File: config.mk
export PLATFORM = sky130hd
export DESIGN_NAME = paa_ctrl
export DESIGN_NICKNAME = d
export VERILOG_FILES = /design/src/verilog/paa_pkg.sv /design/src/verilog/paa_ctrl.sv
export VERILOG_INCLUDE_DIRS = /design/src /design/src/verilog
export SDC_FILE = /design/constraint.sdc
export NUM_CORES = 1
export LEC_CHECK = 0
export BUFFER_PORTS_ARGS = -buffer_cell sky130_fd_sc_hd__buf_2
export CORE_UTILIZATION = 32
export CTS_BUF_LIST = sky130_fd_sc_hd__clkbuf_4
export DETAILED_ROUTE_END_ITERATION = 10
export PLACE_DENSITY = 0.83
export SETUP_SLACK_MARGIN = 0.3
export SLEW_MARGIN = 20
export SYNTH_ARGS = -nofsm -noshare
export SYNTH_HDL_FRONTEND = slang
export SYNTH_SLANG_ARGS = --single-unit
File: constraint.sdc
create_clock -name pclk -period 1.02 [get_ports pclk]
set_clock_uncertainty 0.05 [all_clocks]
set_input_delay 0.051 -clock pclk [delete_from_list [all_inputs] [get_ports pclk]]
set_output_delay 0.051 -clock pclk [all_outputs]
set_load 0.01 [all_outputs]
File: src/verilog/paa_params.svh
// Constants of the path auto AIS insertion control block
`ifndef PAA_PARAMS_SVH
`define PAA_PARAMS_SVH

// Register indices; byte address is four times the index
`define PAA_EN_IDX 32'h0000_11C3
`define PAA_STAT_IDX 32'h0000_11C4
`define PAA_EN_ADDR (`PAA_EN_IDX << 2)
`define PAA_STAT_ADDR (`PAA_STAT_IDX << 2)

// Enable register field positions
`define PAA_BIT_LOP 7
`define PAA_BIT_PLM 5
`define PAA_BIT_UNEQ 3
`define PAA_BIT_TIM 2
`define PAA_BIT_AIS 1

// Reset value and writable bits of the enable register
`define PAA_EN_RESET 8'h00
`define PAA_EN_WMASK 8'hAE

// Default channel count and its upper limit
`define PAA_NCH_DEF 3
`define PAA_NCH_MAX 8

`endif

File: src/verilog/paa_pkg.sv
// Types of the path auto AIS insertion control block
`default_nettype none
package paa_pkg;

  // Path defects declared by one channel's receive path processor
  typedef struct packed {
    logic lop;
    logic plm;
    logic uneq;
    logic tim;
    logic ais;
  } paa_defect_t;

  // APB request fields travelling together
  typedef struct packed {
    logic [31:0] addr;
    logic write;
    logic [31:0] wdata;
    logic [3:0] strb;
  } paa_apb_req_t;

endpackage
`default_nettype wire

File: src/verilog/paa_ctrl.sv
// APB-controlled automatic path AIS insertion request logic
`include "paa_params.svh"
`timescale 1ns/1ps
`default_nettype none
module paa_ctrl
  import paa_pkg::*;
#(
  parameter int NCH = `PAA_NCH_DEF
) (
  // Clock and reset
  input wire logic pclk,
  input wire logic presetn,
  // APB slave
  input wire logic psel,
  input wire logic penable,
  input wire logic pwrite,
  input wire logic [31:0] paddr,
  input wire logic [31:0] pwdata,
  input wire logic [3:0] pstrb,
  output logic pready,
  output logic [31:0] prdata,
  output logic pslverr,
  // Per-channel defects from the receive path processors
  input wire paa_defect_t [NCH-1:0] defect,
  // Per-channel AIS insertion requests to the transmit path processors
  output logic [NCH-1:0] ais_req
);

  // Refuse channel counts below 1 or above PAA_NCH_MAX
  if (NCH < 1 || NCH > `PAA_NCH_MAX) begin : g_bad_nch
    $error("paa_ctrl: NCH out of range");
  end

  // Each defect's enable bit must be writable, or that defect could never insert AIS
  if ((`PAA_EN_WMASK & (8'h01 << `PAA_BIT_LOP)) == 8'h00) begin : g_bad_lop
    $error("paa_ctrl: loss of pointer enable not writable");
  end
  if ((`PAA_EN_WMASK & (8'h01 << `PAA_BIT_PLM)) == 8'h00) begin : g_bad_plm
    $error("paa_ctrl: label mismatch enable not writable");
  end
  if ((`PAA_EN_WMASK & (8'h01 << `PAA_BIT_UNEQ)) == 8'h00) begin : g_bad_uneq
    $error("paa_ctrl: unequipped enable not writable");
  end
  if ((`PAA_EN_WMASK & (8'h01 << `PAA_BIT_TIM)) == 8'h00) begin : g_bad_tim
    $error("paa_ctrl: trace mismatch enable not writable");
  end
  if ((`PAA_EN_WMASK & (8'h01 << `PAA_BIT_AIS)) == 8'h00) begin : g_bad_ais
    $error("paa_ctrl: incoming AIS enable not writable");
  end

  // Registers take whole aligned words; a misaligned address could never be hit
  if (((`PAA_EN_ADDR | `PAA_STAT_ADDR) & 32'h0000_0003) != 32'h0000_0000) begin : g_bad_addr
    $error("paa_ctrl: register address not word aligned");
  end

  // Defects of one channel with every disabled kind masked off
  function automatic paa_defect_t mask_of(input paa_defect_t d, input logic [7:0] en);
    paa_defect_t m;
    m.lop = en[`PAA_BIT_LOP] & d.lop;
    m.plm = en[`PAA_BIT_PLM] & d.plm;
    m.uneq = en[`PAA_BIT_UNEQ] & d.uneq;
    m.tim = en[`PAA_BIT_TIM] & d.tim;
    m.ais = en[`PAA_BIT_AIS] & d.ais;
    mask_of = m;
  endfunction

  // Request of one channel from its defects and the shared enables
  function automatic logic req_of(input paa_defect_t d, input logic [7:0] en);
    req_of = |mask_of(d, en);
  endfunction

  // Enable read word: stored bits in the low byte, zero above
  function automatic logic [31:0] en_word(input logic [7:0] en);
    en_word = {24'h00_0000, en};
  endfunction

  // Status word: one request bit per channel, zero above the last channel
  function automatic logic [31:0] stat_word(input logic [NCH-1:0] r);
    stat_word = 32'h0000_0000;
    stat_word[NCH-1:0] = r;
  endfunction

  paa_apb_req_t req;
  logic [7:0] en_ff;
  logic [7:0] nxt_en;
  logic [NCH-1:0] req_ff;
  logic [NCH-1:0] nxt_req;
  logic [31:0] rdata_ff;
  logic [31:0] nxt_rdata;
  logic err_ff;
  logic nxt_err;
  logic hit_en;
  logic hit_stat;
  logic setup;
  logic wr_access;

  // Bundle the bus request
  assign req = '{addr: paddr, write: pwrite, wdata: pwdata, strb: pstrb};

  // Address decode and phase qualifiers
  assign hit_en = (req.addr == `PAA_EN_ADDR);
  assign hit_stat = (req.addr == `PAA_STAT_ADDR);
  assign setup = psel & ~penable;
  assign wr_access = psel & penable & req.write;

  // Zero wait state: every access completes in its first access cycle
  assign pready = 1'b1;
  assign prdata = rdata_ff;
  assign pslverr = err_ff;
  assign ais_req = req_ff;

  // Enable register write; unused bits are never stored so they read zero
  always_comb begin
    nxt_en = en_ff;
    if (wr_access && hit_en && req.strb[0]) begin
      nxt_en = req.wdata[7:0] & `PAA_EN_WMASK;
    end
  end

  always_ff @(posedge pclk or negedge presetn) begin
    if (!presetn) begin
      en_ff <= `PAA_EN_RESET;
    end else begin
      en_ff <= nxt_en;
    end
  end

  // Read data and error prepared in the setup cycle so they come from flops
  always_comb begin
    nxt_rdata = rdata_ff;
    nxt_err = err_ff;
    if (setup) begin
      nxt_rdata = 32'h0000_0000;
      nxt_err = ~(hit_en | hit_stat);
      if (!req.write && hit_en) begin
        nxt_rdata = en_word(en_ff);
      end else if (!req.write && hit_stat) begin
        nxt_rdata = stat_word(req_ff);
      end
    end
  end

  always_ff @(posedge pclk or negedge presetn) begin
    if (!presetn) begin
      rdata_ff <= 32'h0000_0000;
      err_ff <= 1'b0;
    end else begin
      rdata_ff <= nxt_rdata;
      err_ff <= nxt_err;
    end
  end

  // Per-channel request; a channel sees only its own defects
  always_comb begin
    for (int c = 0; c < NCH; c++) begin
      nxt_req[c] = req_of(defect[c], en_ff);
    end
  end

  // Registered so the transmit side sees a glitch-free level
  always_ff @(posedge pclk or negedge presetn) begin
    if (!presetn) begin
      req_ff <= '0;
    end else begin
      req_ff <= nxt_req;
    end
  end

  // Checks on each channel's request
  for (genvar c = 0; c < NCH; c++) begin : g_chk
    a_lop_insert: assert property (@(posedge pclk) disable iff (!presetn)
      en_ff[`PAA_BIT_LOP] && defect[c].lop |=> ais_req[c])
      else $error("loss of pointer did not request AIS");

    a_plm_insert: assert property (@(posedge pclk) disable iff (!presetn)
      en_ff[`PAA_BIT_PLM] && defect[c].plm |=> ais_req[c])
      else $error("label mismatch did not request AIS");

    a_uneq_insert: assert property (@(posedge pclk) disable iff (!presetn)
      en_ff[`PAA_BIT_UNEQ] && defect[c].uneq |=> ais_req[c])
      else $error("unequipped path did not request AIS");

    a_tim_insert: assert property (@(posedge pclk) disable iff (!presetn)
      en_ff[`PAA_BIT_TIM] && defect[c].tim |=> ais_req[c])
      else $error("trace mismatch did not request AIS");

    a_ais_insert: assert property (@(posedge pclk) disable iff (!presetn)
      en_ff[`PAA_BIT_AIS] && defect[c].ais |=> ais_req[c])
      else $error("incoming AIS did not request AIS");

    a_disabled_quiet: assert property (@(posedge pclk) disable iff (!presetn)
      (en_ff == 8'h00) [*2] |-> !ais_req[c])
      else $error("request raised with all enables clear");

    a_own_channel: assert property (@(posedge pclk) disable iff (!presetn)
      ##1 ais_req[c] == req_of($past(defect[c]), $past(en_ff)))
      else $error("request does not follow own channel defects");

    a_clear_drop: assert property (@(posedge pclk) disable iff (!presetn)
      ais_req[c] && !req_of(defect[c], en_ff) |=> !ais_req[c])
      else $error("request held after defects cleared");

    // A channel whose own defects are all masked stays quiet, whatever others do
    a_masked_quiet: assert property (@(posedge pclk) disable iff (!presetn)
      !req_of(defect[c], en_ff)
      |=> !ais_req[c])
      else $error("request raised by a masked defect");

    // A request only rises for an enabled defect seen one edge earlier
    a_rise_cause: assert property (@(posedge pclk) disable iff (!presetn)
      $rose(ais_req[c])
      |-> $past(req_of(defect[c], en_ff)))
      else $error("request rose without an enabled defect");

    // A request stays up while any enabled defect remains declared
    a_req_hold: assert property (@(posedge pclk) disable iff (!presetn)
      ais_req[c] && req_of(defect[c], en_ff)
      |=> ais_req[c])
      else $error("request dropped while a defect is declared");
  end

  // Reserved bits of the enable register never become set
  a_en_reserved: assert property (@(posedge pclk) disable iff (!presetn)
    wr_access && hit_en && pstrb[0] |=> (en_ff & ~`PAA_EN_WMASK) == 8'h00)
    else $error("reserved enable bit stored");

  // Register bus checks; the bench master relies on these timings

  // No wait states: the master never has to stretch an access
  a_ready_high: assert property (@(posedge pclk) disable iff (!presetn)
    pready)
    else $error("ready low during an access");

  // An unmapped address answers with an error and zero data
  a_unmapped_err: assert property (@(posedge pclk) disable iff (!presetn)
    setup && !(hit_en || hit_stat)
    |=> pslverr && (prdata == 32'h0000_0000))
    else $error("unmapped access without error");

  // A mapped address never reports an error
  a_mapped_ok: assert property (@(posedge pclk) disable iff (!presetn)
    setup && (hit_en || hit_stat)
    |=> !pslverr)
    else $error("mapped access reported an error");

  // An error can only appear as the answer to a setup edge
  a_err_only_setup: assert property (@(posedge pclk) disable iff (!presetn)
    $rose(pslverr)
    |-> $past(setup))
    else $error("error raised outside an access");

  // Enable read returns the bits stored at the setup edge
  a_en_readback: assert property (@(posedge pclk) disable iff (!presetn)
    setup && !pwrite && hit_en
    |=> prdata == en_word($past(en_ff)))
    else $error("enable read data wrong");

  // Status read returns the requests as they stood at the setup edge
  a_stat_readback: assert property (@(posedge pclk) disable iff (!presetn)
    setup && !pwrite && hit_stat
    |=> prdata == stat_word($past(ais_req)))
    else $error("status read data wrong");

  // Writes answer with zero so stale read data is never mistaken for new
  a_write_zero: assert property (@(posedge pclk) disable iff (!presetn)
    setup && pwrite
    |=> prdata == 32'h0000_0000)
    else $error("write returned nonzero data");

  // Read data and error stand unchanged outside a setup edge
  a_answer_hold: assert property (@(posedge pclk) disable iff (!presetn)
    !setup
    |=> $stable(prdata) && $stable(pslverr))
    else $error("read answer changed outside setup");

  // A strobed enable write stores the masked low byte of the write data
  a_en_write: assert property (@(posedge pclk) disable iff (!presetn)
    wr_access && hit_en && pstrb[0]
    |=> en_ff == ($past(pwdata[7:0]) & `PAA_EN_WMASK))
    else $error("enable write not stored");

  // Anything but a strobed enable write leaves the register alone
  a_en_keep: assert property (@(posedge pclk) disable iff (!presetn)
    !(wr_access && hit_en && pstrb[0])
    |=> $stable(en_ff))
    else $error("enable register changed without a write");

  // Reset clears the request, read data and error outputs and the enable register at once; pready stays high
  a_reset_clear: assert property (@(posedge pclk)
    !presetn
    |-> en_ff == `PAA_EN_RESET && ais_req == '0 && prdata == 32'h0000_0000 && !pslverr)
    else $error("state not cleared in reset");

endmodule
`default_nettype wire

==> metrics.csv, run 1 <==
metric,value,unit
Post-synth top cells,"27 x buf_4, 15 x dfrtp_1, 5 x mux2_2, 5 x nand2_1",
CP arrival,1.43,ns
IO Port Bufs,67,
first-pass GRT wire length,4029,µm
hold_sp,defect[7],
worst r2r src,en_ff[7],
R2R Setup Slk,-0.08,ns
clock share of power,29.1,%
DRT iter0 DRCs,20,
Nets,264,
wire per inst,12.98,µm
CTS tree,done,
Final period util,129.0,%
Post-Syn Area per Cell,10.74,µm²
antenna violations before repair,0,
critical-path maximum fanout,5,
Netlist cell types,25,
HPWL Detailed,2097,µm
worst skew pair latency,0.28,ns
area of the multi-input gates,569.3,µm²
leading area contributor after synthesis,dfrtp_1,
RSZ-0062 raised after global routing,yes,
area share of the largest cell type after synthesis,39.27,%
Worst R2R End,ais_req[2],
share of cells above drive strength 1,60.00,%
# DRC,0,
"EDFF count, synth",0,
CP startpoint,paddr[15],
gr usage total,16.58,%
Routed Wire Length,2673,µm
Max Fclk,760.0,MHz
"Reg clk slew, reported paths",0.08,ns
row count,19,
Post-Layout Cell Count,206,
CP peak stage delay,0.33,ns
Fillers,239,
worst hold stages,3,
Max Cap Viol,0,
total core area,0.002781,mm²
Worst VDD drop,0.6427,mV
post-route setup slack,-0.2958,ns
WHS,-0.05875,ns
ys async rst share,100.0,%
crit-path leading delay family,simple AND/OR/NAND/NOR gates,
final hold vios,8,
Lkg Pwr,0.8784,nW
Clock Tree Buf Depth,2,
largest cells by area after synthesis,"dfrtp_1 39%, buf_4 21%, mux2_2 5.9%",
Worst Path Required,1.14,ns
DRT antenna net count,0,
sequential power share,49.0,%
CTS buffer count,3,
Mapped Cells,89,
failing checks,"hold timing, setup timing",
Layout area overhead,62.30,%
Worst Setup End Kind,flop,
min-delay worst type,input port to flop,
root buf cell,clkbuf_4,
vias,974,
worst path cell trace,buf_6 > nor4b_4 > nand4_2 > nor4_4 > buf_6 > mux2_4,
Clock Sink Count,15,
CP max-delay cell,nor4_4,
Comb power frac,21.9,%
CP most frequent cell,buf_6,
Tmin final,1.316,ns
Reg area,375.4,µm²
final count of pins violating max slew,0,
Min-Delay Endpoint,ais_req[1],
Most used DFF post-synth,dfrtp_1,
grt total ovfl,0,
register area share after synthesis,39.27,%
Seq cells post-synth,15,
drt pass-1 iters,4,
Mapped Area,955.9,µm²
vias in the first global route,914,
GP Congestion,0.7338,
synth warn,0,
final setup fails,14,
Hold Buf Count CTS,1,
most instantiated library cell after synthesis,buf_4,
Initial Util,34.37,%
worst path bufs/invs,2,
Switching Fraction,25.77,%
via-per-instance ratio,4.728,
worst r2r path cells,2,
Die Span Y,56.66,µm
placed insts,195,
CTS H-tree lvls,1,
final core utilization,55.78,%
Int Pwr,0.0009090,W
Die X,56.66,µm
WS Path Type,input port to flop,
die area,0.003210,mm²
IO Pins,125,
startpoint types,input port,
antenna cells,0,
outcome,finished with violations,
largest net degree at the start of global routing,16,
P per Cell Area,789.3,mW/mm²
P_sw,0.0003155,W
setup TNS,-2.615,ns
## power by group through the flow
stage / combinational, W / sequential [W] / clock, W
after global routing: 0.000291 / 0.000601 / 0.000402
after floorplan: 0.000152 / 0.000615 / 0
after detailed placement: 0.000223 / 0.000613 / 0
final: 0.000268 / 0.000600 / 0.000356
after CTS: 0.000256 / 0.000601 / 0.000367
after global placement: 0.000217 / 0.000613 / 0
## placed cells by master, fill, tap and decap left out, drive strengths merged, types with 4 or more instances in the layout
cell,synthesis,final
conb,2,27
a22o,4,4
buf,27,84
dfrtp,15,15
clkbuf,1,4
nor4,6,6
mux2,5,5
nand2,5,5
## logic make-up after synthesis
family	after synthesis	synth area share [%]
buf+inv	28	21.60
other cells	2	0.7856
mux	5	5.890
flops	15	39.27
compound gates	14	12.56
simple gates	25	19.90
## how the worst max path moves through the flow
| stage | endpoint | slack, ns | depth (start not counted) |
|---|---|---|---|
| after floorplan | en_ff[1] | -0.46 | 4 |
| after global placement | en_ff[1] | -0.56 | 6 |
| after detailed placement | en_ff[3] | -0.61 | 6 |
| after CTS | en_ff[3] | -0.29 | 6 |
| after global routing | en_ff[3] | -0.34 | 6 |
| final | en_ff[3] | -0.30 | 6 |
## cell type report
| type | instances | area share, % |
|---|---|---|
| tap | 31 | 2.500 |
| clock buffer | 4 | 1.935 |
| timing repair buffer | 85 | 34.68 |
| multi-input combinational | 71 | 36.69 |
| sequential | 15 | 24.19 |
## flip-flops by register name (all words and copies together), names as in the netlist
signal	count
ais_req	3
en_ff	5
prdata	6
pslverr	1
## layer usage
| layer | wire length (µm) | track usage [%] |
|---|---|---|
| met3 | 205 | 5.760 |
| met5 | 0 | 0 |
| met1 | 987 | 18.38 |
| met4 | 12 | 3.833 |
| met2 | 1467 | 30.08 |
## metrics by stage
| step | total power, W | worst slack, ns | hold slack (ns) | instance area [µm²] |
|---|---|---|---|---|
| 6_report | 0.001225 | -0.2958 | -0.05875 | 1551 |
| 3_5_place_dp | 0.0008359 | -0.6055 | -0.08037 | 1340 |
| 4_1_cts | 0.001223 | -0.2935 | -0.06398 | 1506 |
| 3_3_place_gp | 0.0008296 | -0.5609 | -0.08574 | 1340 |
| 2_1_floorplan | 0.0007674 | -0.4553 | -0.2946 | 1090 |
| 5_1_grt | 0.001294 | -0.3446 | -0.06933 | 1551 |
## timing repair
item / 4_1_cts / 5_1_grt
setup endpoints to repair: 25 / 25
buffers inserted: 5 / 1
pin swaps: 11 / 8
hold endpoints to repair: 23 / 8
resized for setup: 17 / 7
## tightest hold or removal path, stage by stage
cell     delay (ns)
buf_2          0.07
a22oi_1        0.05
nand2_1        0.06
No activity file was read; power rests on OpenSTA's default activity.
==> inputs of run 2 (changes only) <==
- ABC_CLOCK_PERIOD_IN_PS: default -> 1020
- BUFFER_PORTS_ARGS: -buffer_cell sky130_fd_sc_hd__buf_2 -> default
- CORE_UTILIZATION: 32 -> 41
- CTS_CLUSTER_SIZE: default -> 30
- DONT_BUFFER_PORTS: default -> 1
- PLACE_DENSITY: 0.83 -> 0.56
==> run 2 against run 1 <==
Effect of this change:
- flip-flop and latch count stayed put
- via count decreased by 25%
- the run still ends with hold timing, setup timing left
- non-clock buffer count down 63
- largest cell class unchanged
==> metrics.csv, run 2 (synthesis results as in run 1) <==
metric,value,unit,change
antenna violations before repair,0,,unchanged
Nets,201,,-24%
GR Layer Usage met2,32.22,%,+2.1 points
gr usage total,17.20,%,+0.62 points
HPWL Detailed,1688,µm,-20%
Worst R2R End,ais_req[2],,
R2R Setup Slk,-0.09,ns,about the same
Total Power,0.001073,W,-12%
Fillers,185,,-23%
total core area,0.002212,mm²,-20%
setup bufs post-CTS,0,,-5
worst slew pin tran,0.6520,ns,
"Reg clk slew, reported paths",0.09,ns,about the same
die area,0.002529,mm²,-21%
setup TNS,-0.8929,ns,+1.722 ns
P per Cell Area,887.9,mW/mm²,+13%
WHS,-0.2085,ns,-0.1498 ns
final hold vios,18,,+10
Worst VDD drop,0.5874,mV,-8.6%
vias,727,,-25%
startpoint types,input port,,
"commonest non-fill, non-tap cell in the layout",conb_1,,
Max Cap Viol,0,,unchanged
first-pass GRT wire length,3139,µm,-22%
min-delay worst type,input port to async pin,,
Clock Tree Buf Depth,2,,unchanged
post-route setup slack,-0.1122,ns,+0.1836 ns
Tmin final,1.132,ns,-0.1836 ns
WS Path Type,input port to flop,,
CTS H-tree lvls,1,,unchanged
worst r2r src,en_ff[7],,
CTS buffer count,3,,unchanged
failing checks,"hold timing, setup timing",,
Die Span Y,50.29,µm,-11%
RSZ-0062 raised after global routing,yes,,
Initial Util,43.21,%,+8.8 points
GP Congestion,0.6994,,-4.7%
Clock Sink Count,15,,unchanged
most frequent cells in the layout,"27 x conb_1, 15 x dfrtp_1, 8 x buf_4",,
drt pass-1 iters,4,,unchanged
IO Pins,125,,unchanged
worst skew pair latency,0.29,ns,about the same
outcome,finished with violations,,
Final period util,111.0,%,-18 points
DRT antenna net count,0,,unchanged
met1 GRT Util,17.49,%,-0.89 points
Worst Setup End Kind,flop,,
root buf cell,clkbuf_4,,
grt total ovfl,0,,unchanged
CP arrival,1.26,ns,-0.17 ns
IO Port Bufs,0,,-100%
Most Crowded Layer GR,met2,,
antenna cells,0,,unchanged
critical-path maximum fanout,5,,unchanged
Layout area overhead,26.44,%,
met3 usage in global routing,3.939,%,-1.8 points
max reg flops,6,,unchanged
Max Fclk,883.3,MHz,+16%
worst r2r path cells,2,,unchanged
wire per inst,15.06,µm,+16%
largest net degree at the start of global routing,16,,unchanged
CTS tree,done,,
via-per-instance ratio,5.193,,+9.8%
Max-slew headroom,56.53,%,
share of cells above drive strength 1,31.25,%,-29 points
Worst Path Required,1.15,ns,about the same
DRT iter0 DRCs,19,,-5.0%
final setup fails,14,,unchanged
final count of pins violating max slew,0,,unchanged
Lkg Pwr,0.5925,nW,-33%
vias in the first global route,714,,-22%
# DRC,0,,unchanged
Routed Wire Length,2108,µm,-21%
row count,17,,-2
Die X,50.29,µm,-11%
==> run 2: cell types whose count changed in the layout (fill, tap and decap cells not counted), sizes merged <==
cell | previous run | this run
dlygate4sd3 | 1 | 7
clkinv | 0 | 1
clkbuf | 4 | 3
dlymetal6s4s | 0 | 1
buf | 84 | 14
==> run 2: cell type report <==
type	count	area, µm²	area share (%)
clock buffers	3	22.52	1.863
clock inverters	1	5.005	0.4141
multi-input cells	71	560.5	46.38
flip-flops and latches	15	375.4	31.06
well taps	28	35.03	2.899
repair buffers	22	210.2	17.39
==> run 2: how the worst max path moves through the flow <==
stage	start	to	depth (start not counted)
after floorplan	paddr[5]	en_ff[1]	4
after global placement	paddr[21]	prdata[2]	6
after detailed placement	paddr[5]	en_ff[7]	5
after CTS	paddr[5]	en_ff[5]	5
after global routing	paddr[5]	en_ff[5]	5
final	paddr[5]	en_ff[3]	5
==> run 2: metrics by stage <==
| step | utilization [%] | instance area, µm² | worst slack, ns | std cells |
|---|---|---|---|---|
| after floorplan | - | 1090 | -0.4553 | 114 |
| after CTS | 53.17 | 1176 | -0.1448 | 139 |
| after global placement | 46.27 | 1023 | -0.4403 | 128 |
| after detailed placement | 46.27 | 1023 | -0.4689 | 128 |
| after global routing | 54.64 | 1209 | -0.1566 | 140 |
| final | 54.64 | 1209 | -0.1122 | 140 |
==> run 2: critical path, stage by stage <==
cell and delay, ns:
nor4b_4 0.27, nand4_2 0.16, nor4_4 0.31, buf_6 0.17
mux2_4 0.30
==> run 2: routing by layer <==
| metal | wire [µm] | up-vias |
|---|---|---|
| met5 | 0 | - |
| met4 | 44 | 0 |
| met3 | 218 | 5 |
| met2 | 1122 | 68 |
| met1 | 722 | 330 |
| li1 | - | 324 |
==> run 2: where the power goes <==
part / total [W] / internal [W] / switching [W]
combinational: 0.000125 / 0.0000479 / 0.0000774
clock: 0.000344 / 0.000146 / 0.000198
sequential: 0.000604 / 0.000599 / 0.00000531
==> run 2: repair_timing <==
action / 4_1_cts / 5_1_grt
setup endpoints to repair: 25 / 40
hold buffers: 7 / 1
resized for setup: 12 / 5
pin swaps: 4 / 7
hold endpoints to repair: 23 / 19
